## src/shared/tphz_regs.svh

```systemverilog
`ifndef TPHZ_REGS_SVH
`define TPHZ_REGS_SVH
// ----------------------------------------
// Register map and fields
// ----------------------------------------
`define TPHZ_ADDR_W        4
`define TPHZ_OFS_SWREQ     4'h0
`define TPHZ_OFS_PINEN     4'h1
`define TPHZ_OFS_STATUS    4'h2
`define TPHZ_SWREQ_RST     8'h00
`define TPHZ_PINEN_RST     8'h00
`define TPHZ_BIT_HC        0
`define TPHZ_BIT_CH0       1
`define TPHZ_PINEN_MASK    8'h0f
`endif

```

## src/shared/tphz_pkg.sv

```systemverilog
`default_nettype none
// ----------------------------------------
// Types of the timer pin float control
// ----------------------------------------
package tphz_pkg;
  typedef logic [7:0] tphz_byte_t;
  typedef logic [3:0] tphz_addr_t;
  typedef logic [3:0] tphz_pins_t;
endpackage
`default_nettype wire

```

## src/rtl/tphz_sync.sv

```systemverilog
`include "tphz_regs.svh"
`default_nettype none
// ----------------------------------------
// Two-stage synchroniser for the external request flag
// ----------------------------------------
module tphz_sync (
  // Clock and reset
  input  wire logic clk,
  input  wire logic rst,
  // Level in and out
  input  wire logic din,
  output var  logic dout
);
  import tphz_pkg::*;

  typedef struct packed {
    logic s1;
    logic s2;
  } tphz_sync_st_t;

  tphz_sync_st_t st_q;
  tphz_sync_st_t st_d;

  // Next state: first stage feeds only the second
  always_comb begin
    st_d    = st_q;
    st_d.s1 = din;
    st_d.s2 = st_q.s1;
  end

  // State register
  always_ff @(posedge clk) begin
    if (rst) begin
      st_q <= '0;
    end else begin
      st_q <= st_d;
    end
  end

  assign dout = st_q.s2;
endmodule
`default_nettype wire

```

## src/rtl/tphz_ctrl.sv

```systemverilog
// Chosen here: the register offsets and the strobed register port.
`include "tphz_regs.svh"
`default_nettype none
module tphz_ctrl (
  // Clock and reset
  input  wire logic             clk,
  input  wire logic             rst,
  // Register port
  input  wire tphz_pkg::tphz_addr_t addr,
  input  wire tphz_pkg::tphz_byte_t wdata,
  input  wire logic             wr,
  input  wire logic             rd,
  output var  tphz_pkg::tphz_byte_t rdata,
  // External request flag level
  input  wire logic             external_request_flag,
  // Float controls toward the pins
  output var  tphz_pkg::tphz_pins_t chan0_pin_float,
  output var  logic             high_current_float_request
);
  import tphz_pkg::*;

  // ----------------------------------------
  // State
  // ----------------------------------------
  typedef struct packed {
    logic       ch0_req;
    logic       hc_req;
    logic       ch0_seen;
    logic       hc_seen;
    tphz_pins_t pin_en;
    logic       pin_en_locked;
    tphz_byte_t rdata;
    tphz_pins_t pin_float;
    logic       hc_out;
  } tphz_st_t;

  tphz_st_t st_q;
  tphz_st_t st_d;
  logic     ext_flag_s;

  // Flag synchroniser, as it comes from a foreign domain
  tphz_sync u_sync (
    .clk  (clk),
    .rst  (rst),
    .din  (external_request_flag),
    .dout (ext_flag_s)
  );

  // ----------------------------------------
  // Helpers
  // ----------------------------------------
  // Read view of the request register
  function automatic tphz_byte_t swreq_view(input logic ch0, input logic hc);
    tphz_byte_t v;
    v = 8'h00;
    v[`TPHZ_BIT_CH0] = ch0;
    v[`TPHZ_BIT_HC]  = hc;
    return v;
  endfunction

  // Per-pin float decision
  function automatic tphz_pins_t float_of(input tphz_pins_t en, input logic flag, input logic ch0);
    return en & {4{flag | ch0}};
  endfunction

  // ----------------------------------------
  // Register decode
  // ----------------------------------------
  logic       wr_swreq;
  logic       wr_pinen;
  logic       rd_swreq;
  logic       rd_pinen;
  logic       rd_status;
  tphz_pins_t wr_nib;
  tphz_pins_t float_w;

  // Strobes qualified by the register index
  assign wr_swreq  = wr && (addr == `TPHZ_OFS_SWREQ);
  assign wr_pinen  = wr && (addr == `TPHZ_OFS_PINEN);
  assign rd_swreq  = rd && (addr == `TPHZ_OFS_SWREQ);
  assign rd_pinen  = rd && (addr == `TPHZ_OFS_PINEN);
  assign rd_status = rd && (addr == `TPHZ_OFS_STATUS);

  // Low nibble of a write, the only enable bits that exist
  assign wr_nib = wdata[3:0];

  // ----------------------------------------
  // Float path
  // ----------------------------------------
  // Per-pin float decision, one slice per channel 0 pin
  for (genvar gi = 0; gi < 4; gi++) begin : g_pin
    assign float_w[gi] = st_q.pin_en[gi] & (ext_flag_s | st_q.ch0_req);
  end

  // ----------------------------------------
  // Next state
  // ----------------------------------------
  always_comb begin
    st_d = st_q;
    // Remember a read that saw each request bit at 1
    if (rd_swreq && st_q.ch0_req) begin
      st_d.ch0_seen = 1'b1;
    end
    if (rd_swreq && st_q.hc_req) begin
      st_d.hc_seen = 1'b1;
    end
    // Request register write: set by 1, clear by 0 only after read-as-1
    if (wr_swreq) begin
      if (wdata[`TPHZ_BIT_CH0]) begin
        st_d.ch0_req = 1'b1;
      end else if (st_q.ch0_seen) begin
        st_d.ch0_req  = 1'b0;
        st_d.ch0_seen = 1'b0;
      end
      if (wdata[`TPHZ_BIT_HC]) begin
        st_d.hc_req = 1'b1;
      end else if (st_q.hc_seen) begin
        st_d.hc_req  = 1'b0;
        st_d.hc_seen = 1'b0;
      end
    end
    // Enable register: first write only, then locked
    if (wr_pinen && !st_q.pin_en_locked) begin
      st_d.pin_en        = wdata[3:0];
      st_d.pin_en_locked = 1'b1;
    end
    // Read data, one cycle after the strobe; unmapped reads return 0
    st_d.rdata = 8'h00;
    if (rd) begin
      case (addr)
        `TPHZ_OFS_SWREQ:  st_d.rdata = swreq_view(st_q.ch0_req, st_q.hc_req);
        `TPHZ_OFS_PINEN:  st_d.rdata = {4'h0, st_q.pin_en};
        `TPHZ_OFS_STATUS: st_d.rdata = {6'h00, st_q.pin_en_locked, ext_flag_s};
        default:          st_d.rdata = 8'h00;
      endcase
    end
    // Registered float outputs
    // A pin floats only while its enable and one of the two requests stand
    st_d.pin_float = float_w;
    st_d.hc_out    = st_q.hc_req;
  end

  // State register
  always_ff @(posedge clk) begin
    if (rst) begin
      st_q <= '0;
    end else begin
      st_q <= st_d;
    end
  end

  assign rdata                      = st_q.rdata;
  assign chan0_pin_float            = st_q.pin_float;
  assign high_current_float_request = st_q.hc_out;
endmodule
`default_nettype wire

```

## config.mk

```make
export PLATFORM = sky130hd
export DESIGN_NAME = tphz_ctrl
export DESIGN_NICKNAME = d
export VERILOG_FILES = /design/src/shared/tphz_pkg.sv /design/src/rtl/tphz_sync.sv /design/src/rtl/tphz_ctrl.sv
export VERILOG_INCLUDE_DIRS = /design/src /design/src/shared
export SDC_FILE = /design/constraint.sdc
export NUM_CORES = 1
export LEC_CHECK = 0
export BUFFER_PORTS_ARGS = -buffer_cell sky130_fd_sc_hd__buf_2
export CAP_MARGIN = 0
export CORE_MARGIN = 3
export CORE_UTILIZATION = 30
export CTS_BUF_LIST = sky130_fd_sc_hd__clkbuf_2 sky130_fd_sc_hd__clkbuf_4 sky130_fd_sc_hd__clkbuf_8
export CTS_CLUSTER_DIAMETER = 50
export DETAILED_ROUTE_END_ITERATION = 6
export PLACE_DENSITY_LB_ADDON = 0.25
export SKIP_LAST_GASP = 1
export SLEW_MARGIN = 0
export SYNTH_ARGS = -nofsm -noshare
export SYNTH_HDL_FRONTEND = slang
export SYNTH_HIERARCHICAL = 1
export SYNTH_SLANG_ARGS = --single-unit
export TNS_END_PERCENT = 50
```

## constraint.sdc

```tcl
create_clock -name clk -period 2.8 [get_ports clk]
set_clock_uncertainty 0.05 [all_clocks]
set_input_delay 0.14 -clock clk [delete_from_list [all_inputs] [get_ports clk]]
set_output_delay 0.14 -clock clk [all_outputs]
set_load 0.02 [all_outputs]
```

==> results.cfg, run 1 <==
[global_route]
antenna_found_initial = 0
grt_pass1_vias = 595
grt-ovfl-total = 0
grt_max_degree = 19
grt_usage_pct = 9.24
grt_first_pass_wirelength_um = 2530

[setup_path]
path_class = reg -> reg
cp_data_arrival_time_ns = 1.45
r2r-start = st_q[13]
cp_num_buf_inv = 0
crit_cells = 3
end_kind = flip-flop
required_ns = 2.98
ff2ff_path_depth = 3
crit_path_end = st_q[16]
crit_start = st_q[13]
r2r_end = st_q[16]
worstPathMaxFanout = 4
reg2reg_slack_ns = 1.53
slowest_delay_ns = 0.41
cp_slowest_cell = nor4_4
crit_family = simple AND/OR/NAND/NOR gates
crit_chain = nand2b_1 > nor4_4 > mux2i_1
startpoint_type = flip-flop

[cts]
htreeDepth = 1
post-cts-setup-buffer-count = 0
cts_buffer_depth = 2
cts_buffers = 3
path_clk_slew_ns = 0.11
clock_latency_ns = 0.30
cts_tree = yes
cts_sinks = 20
cts-root-buf = clkbuf_4

[routing]
drt-pass1-iter-count = 4
wl_per_cell_um = 11.1
wl_um = 1470
drt_iter0_markers = 8
drc = 0
vias = 628
ant_nets = 0
vias_per_cell = 4.76

[placed_design]
dp.cells = 127
dp.final_hpwl_um = 1140
placed_area_um2 = 931
port_buffers = 21
dpl_worst_slack_ns = 1.53
place_congestion = 0.764

[layout]
nets = 120
most-common-layout-cells = 21 x buf_2, 20 x dfxtp_1, 10 x nand2b_1
final_cells = 132
final_common_cell = buf_2
fill_cells = 271
syn2layout_area_growth_pct = 12.2
postLayoutCellArea_um2 = 977
n_antenna_cell = 0
final_core_util_pct = 37.4
layout-drive-gt1-share_pct = 27.5

[floorplanning]
core-area_mm2 = 0.00261
start_util_pct = 33.3
io_pins = 30
die-height_um = 59.9
die_w_um = 59.9
die_area_mm2 = 0.00359
num_rows = 18

[yosys]
synth_fa_ha_area_share_pct = 0
synth_xor_area_share_pct = 0
syn_area_per_cell_um2 = 10.1
syn_area_um2 = 871
yosysSeqAreaShare_pct = 46.0
muxShareOfSynthArea_pct = 4.60
synth-seq-cells = 20
synth-compound-area-share_pct = 9.63
synth_cell_types = 24
synth_top_family_by_area = simple AND/OR/NAND/NOR gates
syn_inst = 86
synth_simple_gate_area_share_pct = 28.2
yosysWarnings = 6

[hold_path]
hp-class = in -> reg

[sta]
fin_setup_tns_ns = 0
period_share_pct = 45.3
period_needed_ns = 1.27
maxSlewViolCount = 0
setup_ws_ns = 1.53
max_freq_mhz = 788
setup_viol_count_final = 0
grt_setup_unrepaired = no
final_hold_viol_count = 0

[power]
power.density_mw_per_mm2 = 507
leakage_nw = 0.383
ir_drop_v = 0.000336

[run]
maxCapViolCount = 0

[outcome]
status = finished, final reports clean
cell type report:
type	count	area, um^2	area share (%)
inverters	1	3.75	0.384
flip-flops and latches	20	400	41.0
clock buffers	4	36.3	3.71
well taps	30	37.5	3.84
repair buffers	22	115	11.8
multi-input cells	55	384	39.3
repair_timing:
| item | CTS | global route |
|---|---|---|
| hold buffers | 1 | 0 |
| endpoints found under the hold margin | 1 | 0 |
| resized for setup | 0 | 0 |
worst register-to-register path, delay by kind of cell (launching register included):
| kind | cells | cell delay (ns) |
|---|---|---|
| flops | 1 | 0.33 |
| mux | 1 | 0.24 |
| simple gates | 2 | 0.58 |
registers in the layout, summed over array words and instances, names as in the netlist:
signal	flops
st_d	1
u_sync/st_d	1
rdata	4
u_sync/dout	1
chan0_pin_float	4
st_q	8
high_current_float_request	1
worst min path at each step:
| stage | start | end | slack (ns) | cells past startpoint |
|---|---|---|---|---|
| 6_report | wdata[3] | st_q[17] | 0.04 | 3 |
| 5_1_grt | wdata[3] | st_q[17] | 0.05 | 3 |
| 4_1_cts | wdata[3] | st_q[17] | 0.04 | 3 |
| 3_5_place_dp | external_request_flag | u_sync/st_d[0] | 0.30 | 2 |
| 3_3_place_gp | external_request_flag | u_sync/st_d[0] | 0.30 | 2 |
| 2_1_floorplan | rst | u_sync/dout | 0.16 | 1 |
routing by layer:
layer  vias up  share of wire, %  GRT usage (%)
met5         -                 0              0
met4         0              0.88           1.90
met3         2                12           4.10
met2        30                42           14.0
met1       280                45           12.1
li1        316                 -              -
per-stage QoR:
step	hold WS, ns	total power [mW]
floorplan	0.162	0.321
global placement	0.301	0.336
detailed placement	0.303	0.336
CTS	0.0354	0.501
global route	0.0523	0.514
finish	0.0393	0.496
kinds of logic after synthesis:
logic type,count (synthesis)
buf+inv,14
simple gates,36
mux,4
other cells,1
flops,20
compound gates,11
Yosys cell counts:
library cell	count	area share, %
a21oi_1	2	1.1
nor2b_1	5	3.6
nor3_1	1	0.57
nor4_4	2	4.9
a31oi_1	2	1.4
a222oi_1	2	2.3
mux2i_1	4	4.6
inv_1	1	0.43
and2_1	6	4.3
a211o_1	1	1.0
nor3b_1	1	0.86
nand2b_1	10	7.2
nand3_1	2	1.1
clkbuf_1	1	0.43
buf_4	12	10
or3b_1	1	1.0
o2bb2ai_1	1	1.0
nor2_1	5	2.2
nor4b_1	2	2.0
dfxtp_1	20	46
nand2_1	1	0.43
a31o_2	1	1.0
a211oi_1	2	1.7
conb_1	1	0.43
power breakdown:
| part | switching [mW] | leakage, nW | internal, mW |
|---|---|---|---|
| sequential | 0.00158 | 0.162 | 0.287 |
| combinational | 0.0257 | 0.201 | 0.0158 |
| clock | 0.0859 | 0.0210 | 0.0794 |
| total | 0.113 | 0.383 | 0.383 |
Note: power is estimated with default switching activity, not from simulation.
==> inputs of run 2 (changes only) <==
--- a/config.mk
+++ b/config.mk
@@ -6,6 +6,7 @@
 export SDC_FILE = /design/constraint.sdc
 export NUM_CORES = 1
 export LEC_CHECK = 0
+export ABC_AREA = 1
 export BUFFER_PORTS_ARGS = -buffer_cell sky130_fd_sc_hd__buf_2
 export CAP_MARGIN = 0
 export CORE_MARGIN = 3
==> constraint.sdc (replaced) <==
create_clock -name clk -period 1.2 [get_ports clk]
set_clock_uncertainty 0.05 [all_clocks]
set_input_delay 0.06 -clock clk [delete_from_list [all_inputs] [get_ports clk]]
set_output_delay 0.06 -clock clk [all_outputs]
set_load 0.02 [all_outputs]
==> run 2 against run 1 <==
  * Critical path depth grew 2
  * Via count grew 11%
  * Clock-buffer cell count shrank 1
  * Hold slack lost 0.031 ns
  * Worst setup slack lost 1.5 ns
  * Die area shrank 0.77%
  * Power grew to 2.7 times the previous value
  * Critical path type is now in -> reg
  * Highest routed layer is now met3
==> results.cfg, run 2 <==
[outcome]
status = finished, final reports clean

[routing]
ant_nets = 0
vias = 694
vias_per_cell = 4.26
drt-pass1-iter-count = 4
drt_iter0_markers = 14
wl_um = 1540
wl_per_cell_um = 9.42
drc = 0

[setup_path]
slowest_delay_ns = 0.54
end_kind = flip-flop
crit_family = buffers and inverters
ff2ff_path_depth = 4
required_ns = 1.34
r2r-start = st_q[13]
startpoint_type = primary input
worstPathMaxFanout = 1
cp_slowest_cell = dlygate4sd3_1
reg2reg_slack_ns = 0.18
r2r_end = st_q[15]
path_class = in -> reg
cp_num_buf_inv = 4
cp_data_arrival_time_ns = 1.31
crit_cells = 5
crit_chain = dlygate4sd3_1 > buf_2 > inv_1 > nor2_1 > dlygate4sd3_1
path_common_cell = dlygate4sd3_1

[sta]
grt_setup_unrepaired = no
period_share_pct = 96.8
max_freq_mhz = 861
final_hold_viol_count = 0
fin_setup_tns_ns = 0
maxSlewViolCount = 0
period_needed_ns = 1.16
setup_viol_count_final = 0

[hold_path]
holdPathStages = 3
hp-class = in -> reg
hold_path.startpoint = rd
worstHoldEndpoint = rdata[2]

[cts]
htreeDepth = 1
cts_resized = 0
path_clk_slew_ns = 0.11
cts_sinks = 20
clock_latency_ns = 0.30
cts_buffers = 3
cts_tree = yes
post-cts-setup-buffer-count = 0
cts-root-buf = clkbuf_4
cts_hold_buffers = 7
cts_buffer_depth = 2

[power]
ir_drop_v = 0.000834
leakage_nw = 0.514
finalPower_mw = 1.33
power.density_mw_per_mm2 = 1260

[yosys]
netlist_top_cells_area = dfxtp_1 46%, buf_4 10%, nand2_1 8.3%
yosysWarnings = 6
yosys.area.top_type = dfxtp_1
synth_cell_types = 17
synth_top_area_share_pct = 46.4
synthTopCellsByCount = 20 x dfxtp_1, 19 x nand2_1, 14 x inv_1
syn_area_um2 = 863
syn_area_per_cell_um2 = 7.85
yosysSeqAreaShare_pct = 46.4
synthMostInstantiatedCell = dfxtp_1
synthArstFlopShare_pct = 0
synth_flop_cell = dfxtp_1
synth-seq-cells = 20
synth_edf_count = 0
syn_inst = 110

[floorplanning]
core-area_mm2 = 0.00261
die_area_mm2 = 0.00356
num_rows = 18
die_w_um = 59.6
die-height_um = 59.6
start_util_pct = 33.0
io_pins = 30

[layout]
syn2layout_area_growth_pct = 21.6
n_antenna_cell = 0
final_cells = 163
fill_cells = 290
layout-drive-gt1-share_pct = 25.6
largest_register_ffs = 8
nets = 151
most-common-layout-cells = 21 x buf_2, 20 x dfxtp_1, 19 x nand2_1
final_common_cell = buf_2
final_core_util_pct = 40.2
regMostFlops = st_q

[global_route]
antenna_found_initial = 0
grt_first_pass_wirelength_um = 2420
grt_usage_pct = 9.24
grt-ovfl-total = 0
grt_pass1_vias = 590
grt_max_degree = 13

[placed_design]
dp.cells = 152
port_buffers = 21
place_congestion = 0.748
dp.final_hpwl_um = 1210

[run]
maxCapViolCount = 0
-- run 2: worst max path at each step --
stage                     startpoint        endpoint  slack, ns
6_report       external_request_flag  u_sync/st_d[0]       0.04
5_1_grt        external_request_flag  u_sync/st_d[0]      0.004
4_1_cts        external_request_flag  u_sync/st_d[0]       0.05
3_5_place_dp                 addr[3]        st_q[14]       0.18
3_3_place_gp                 addr[3]        st_q[14]       0.19
2_1_floorplan               st_q[13]        st_q[14]       0.30
-- run 2: tightest hold or removal path, cell delays in order --
cell,delay (ns)
buf_2,0.11
nand2_1,0.10
nor3_1,0.05
-- run 2: cells by family (layout without fill, tap and decap cells) --
logic type      after synthesis  after routing  share of synthesized area (%)
buf+inv                      28             48                           17.4
flops                        20             20                           46.4
simple gates                 54             54                           31.4
compound gates                7              7                           4.35
other cells                   1              4                          0.434
-- run 2: area by class of cell --
| cell class | count | area (um^2) | area share (%) |
|---|---|---|---|
| Tap cell | 30 | 37.5 | 3.58 |
| Multi-Input combinational cell | 65 | 324 | 30.9 |
| Inverter | 16 | 60.1 | 5.72 |
| Timing Repair Buffer | 28 | 175 | 16.7 |
| Clock inverter | 1 | 30.0 | 2.86 |
| Clock buffer | 3 | 22.5 | 2.15 |
| Sequential cell | 20 | 400 | 38.1 |
-- run 2: routing by layer --
layer  wire (um)  vias to the layer above  share of wire [%]  global-route usage (%)
li1            -                      372                  -                       -
met1         697                      302                 45                    11.1
met2         719                       20                 47                    14.7
met3         120                        0                7.8                    4.14
met4           0                        0                  0                    2.85
met5           0                        -                  0                       0
-- run 2: through the flow --
stage / area [um^2] / hold WS, ns / setup slack (ns)
4_1_cts: 1050 / 0.00247 / 0.0511
5_1_grt: 1050 / 0.00231 / 0.00369
3_3_place_gp: 927 / 0.210 / 0.189
3_5_place_dp: 927 / 0.219 / 0.177
2_1_floorplan: 875 / 0.0791 / 0.298
6_report: 1050 / 0.00805 / 0.0380
-- run 2: report_power, final --
part           internal (mW)  switching, mW  leakage (nW)
registers              0.672        0.00403         0.162
logic                 0.0431         0.0674         0.324
clock network          0.338          0.202        0.0279
==> inputs of run 3 (changes only) <==
==> constraint.sdc (replaced) <==
create_clock -name clk -period 1.07 [get_ports clk]
set_clock_uncertainty 0.05 [all_clocks]
set_input_delay 0.0535 -clock clk [delete_from_list [all_inputs] [get_ports clk]]
set_output_delay 0.0535 -clock clk [all_outputs]
set_load 0.02 [all_outputs]
==> run 3 against run 2 <==
  * Combinational power increased by 15%
  * Cell area decreased by 2.9%
  * Register-to-register slack lost 0.06 ns
  * Worst setup slack improved by 0.079 ns
  * Clock power is 36% lower
  * Global-route usage is 0.17 points higher
  * Critical endpoint is now st_q[15]
==> results.cfg, run 3 (synthesis results as in run 2) <==
[power]
ir_drop_v = 0.000968
finalPower_mw = 1.23
power.density_mw_per_mm2 = 1210
p_clk_share_pct = 28.1
leakage_nw = 0.499
switching_share_pct = 24.1
p_sw_mw = 0.296
power_frac_comb_pct = 10.2
power_frac_seq_pct = 61.7
p_int_mw = 0.933

[floorplanning]
die-height_um = 59.6
start_util_pct = 33.0
core-area_mm2 = 0.00261
io_pins = 30
num_rows = 18
die_area_mm2 = 0.00356
die_w_um = 59.6

[layout]
n_antenna_cell = 0
most-common-layout-cells = 21 x buf_2, 20 x dfxtp_1, 19 x nand2_1
syn2layout_area_growth_pct = 18.1
regMostFlops = st_q
nets = 151
final_cells = 162
layout-drive-gt1-share_pct = 26.5
final_common_cell = buf_2
fill_cells = 278
largest_register_ffs = 8

[cts]
clock_latency_ns = 0.29
htreeDepth = 1
cts_sinks = 20
post-cts-setup-buffer-count = 0
cts_tree = yes
cts_buffers = 3
cts-root-buf = clkbuf_4
path_clk_slew_ns = 0.10
cts_buffer_depth = 2

[hold_path]
hp-class = in -> reg
holdPathStages = 3

[global_route]
grt_max_degree = 11
grt_usage_pct = 9.42
antenna_found_initial = 0
grt_first_pass_wirelength_um = 2480
grt-ovfl-total = 0
grt_pass1_vias = 615

[sta]
period_share_pct = 89.0
fin_setup_tns_ns = 0
final_hold_viol_count = 0
grt_setup_unrepaired = no
period_needed_ns = 0.953
setup_viol_count_final = 0
maxSlewViolCount = 0
max_freq_mhz = 1050
whs_ns = 0.0166

[run]
maxCapViolCount = 0

[placed_design]
dp.final_hpwl_um = 1260
port_buffers = 21
dp.cells = 153
place_congestion = 0.731

[setup_path]
path_class = reg -> reg
worstPathMaxFanout = 5
startpoint_type = flip-flop
cp_data_arrival_time_ns = 1.10
ff2ff_path_depth = 4
required_ns = 1.21
end_kind = flip-flop

[routing]
wl_um = 1540
vias_per_cell = 4.30
vias = 697
drt-pass1-iter-count = 4
wl_per_cell_um = 9.49
ant_nets = 0
drc = 0
drt_iter0_markers = 7

[outcome]
status = finished, final reports clean
run 3: routing by layer:
metal | up-vias | part of all wire (%) | track usage (%)
met5 | - | 0 | 0
met3 | 0 | 8.5 | 5.01
li1 | 372 | - | -
met2 | 19 | 48 | 16.2
met4 | 0 | 0 | 0.949
met1 | 306 | 44 | 10.6
run 3: layout make-up:
type	instances	area [um^2]	area share, %
Inverter	16	60.1	5.89
Timing Repair Buffer	28	173	16.9
Tap cell	30	37.5	3.68
Multi-Input combinational cell	65	327	32.0
Sequential cell	20	400	39.3
Clock buffer	3	22.5	2.21
run 3: through the flow:
stage               area, um^2  setup WS (ns)  util, %
finish                    1020          0.117     39.0
global route              1020         0.0319     39.0
CTS                       1020         0.0486     38.9
detailed placement         935         0.0573     35.8
global placement           935         0.0973     35.8
floorplan                  875          0.168        -
run 3: path summary, 6_finish.rpt:
| kind | from | to | slack [ns] |
|---|---|---|---|
| max | st_q[13] | st_q[15] | 0.12 |
| min | rd | rdata[2] | 0.02 |
| max reg2reg | st_q[13] | st_q[15] | 0.12 |
| min reg2reg | u_sync/st_d[0] | u_sync/dout | 0.37 |
run 3: worst max-delay path: stages (launching register included):
cell     delay, ns
dfxtp_1       0.35
nor2_2        0.19
nand2_2       0.12
nor2_1        0.10
a21oi_1       0.04
run 3: power by group through the flow:
| stage | logic [mW] | clock network [mW] | registers, mW |
|---|---|---|---|
| floorplan | 0.0713 | 0 | 0.774 |
| global placement | 0.108 | 0 | 0.775 |
| detailed placement | 0.109 | 0 | 0.775 |
| CTS | 0.126 | 0.361 | 0.758 |
| global route | 0.138 | 0.390 | 0.759 |
| finish | 0.126 | 0.346 | 0.758 |
run 3: repair_timing:
item / in CTS / in global routing
setup endpoints to repair: 0 / 4
endpoints found under the hold margin: 13 / 0
hold buffers: 6 / 0
gates resized for setup: 0 / 1
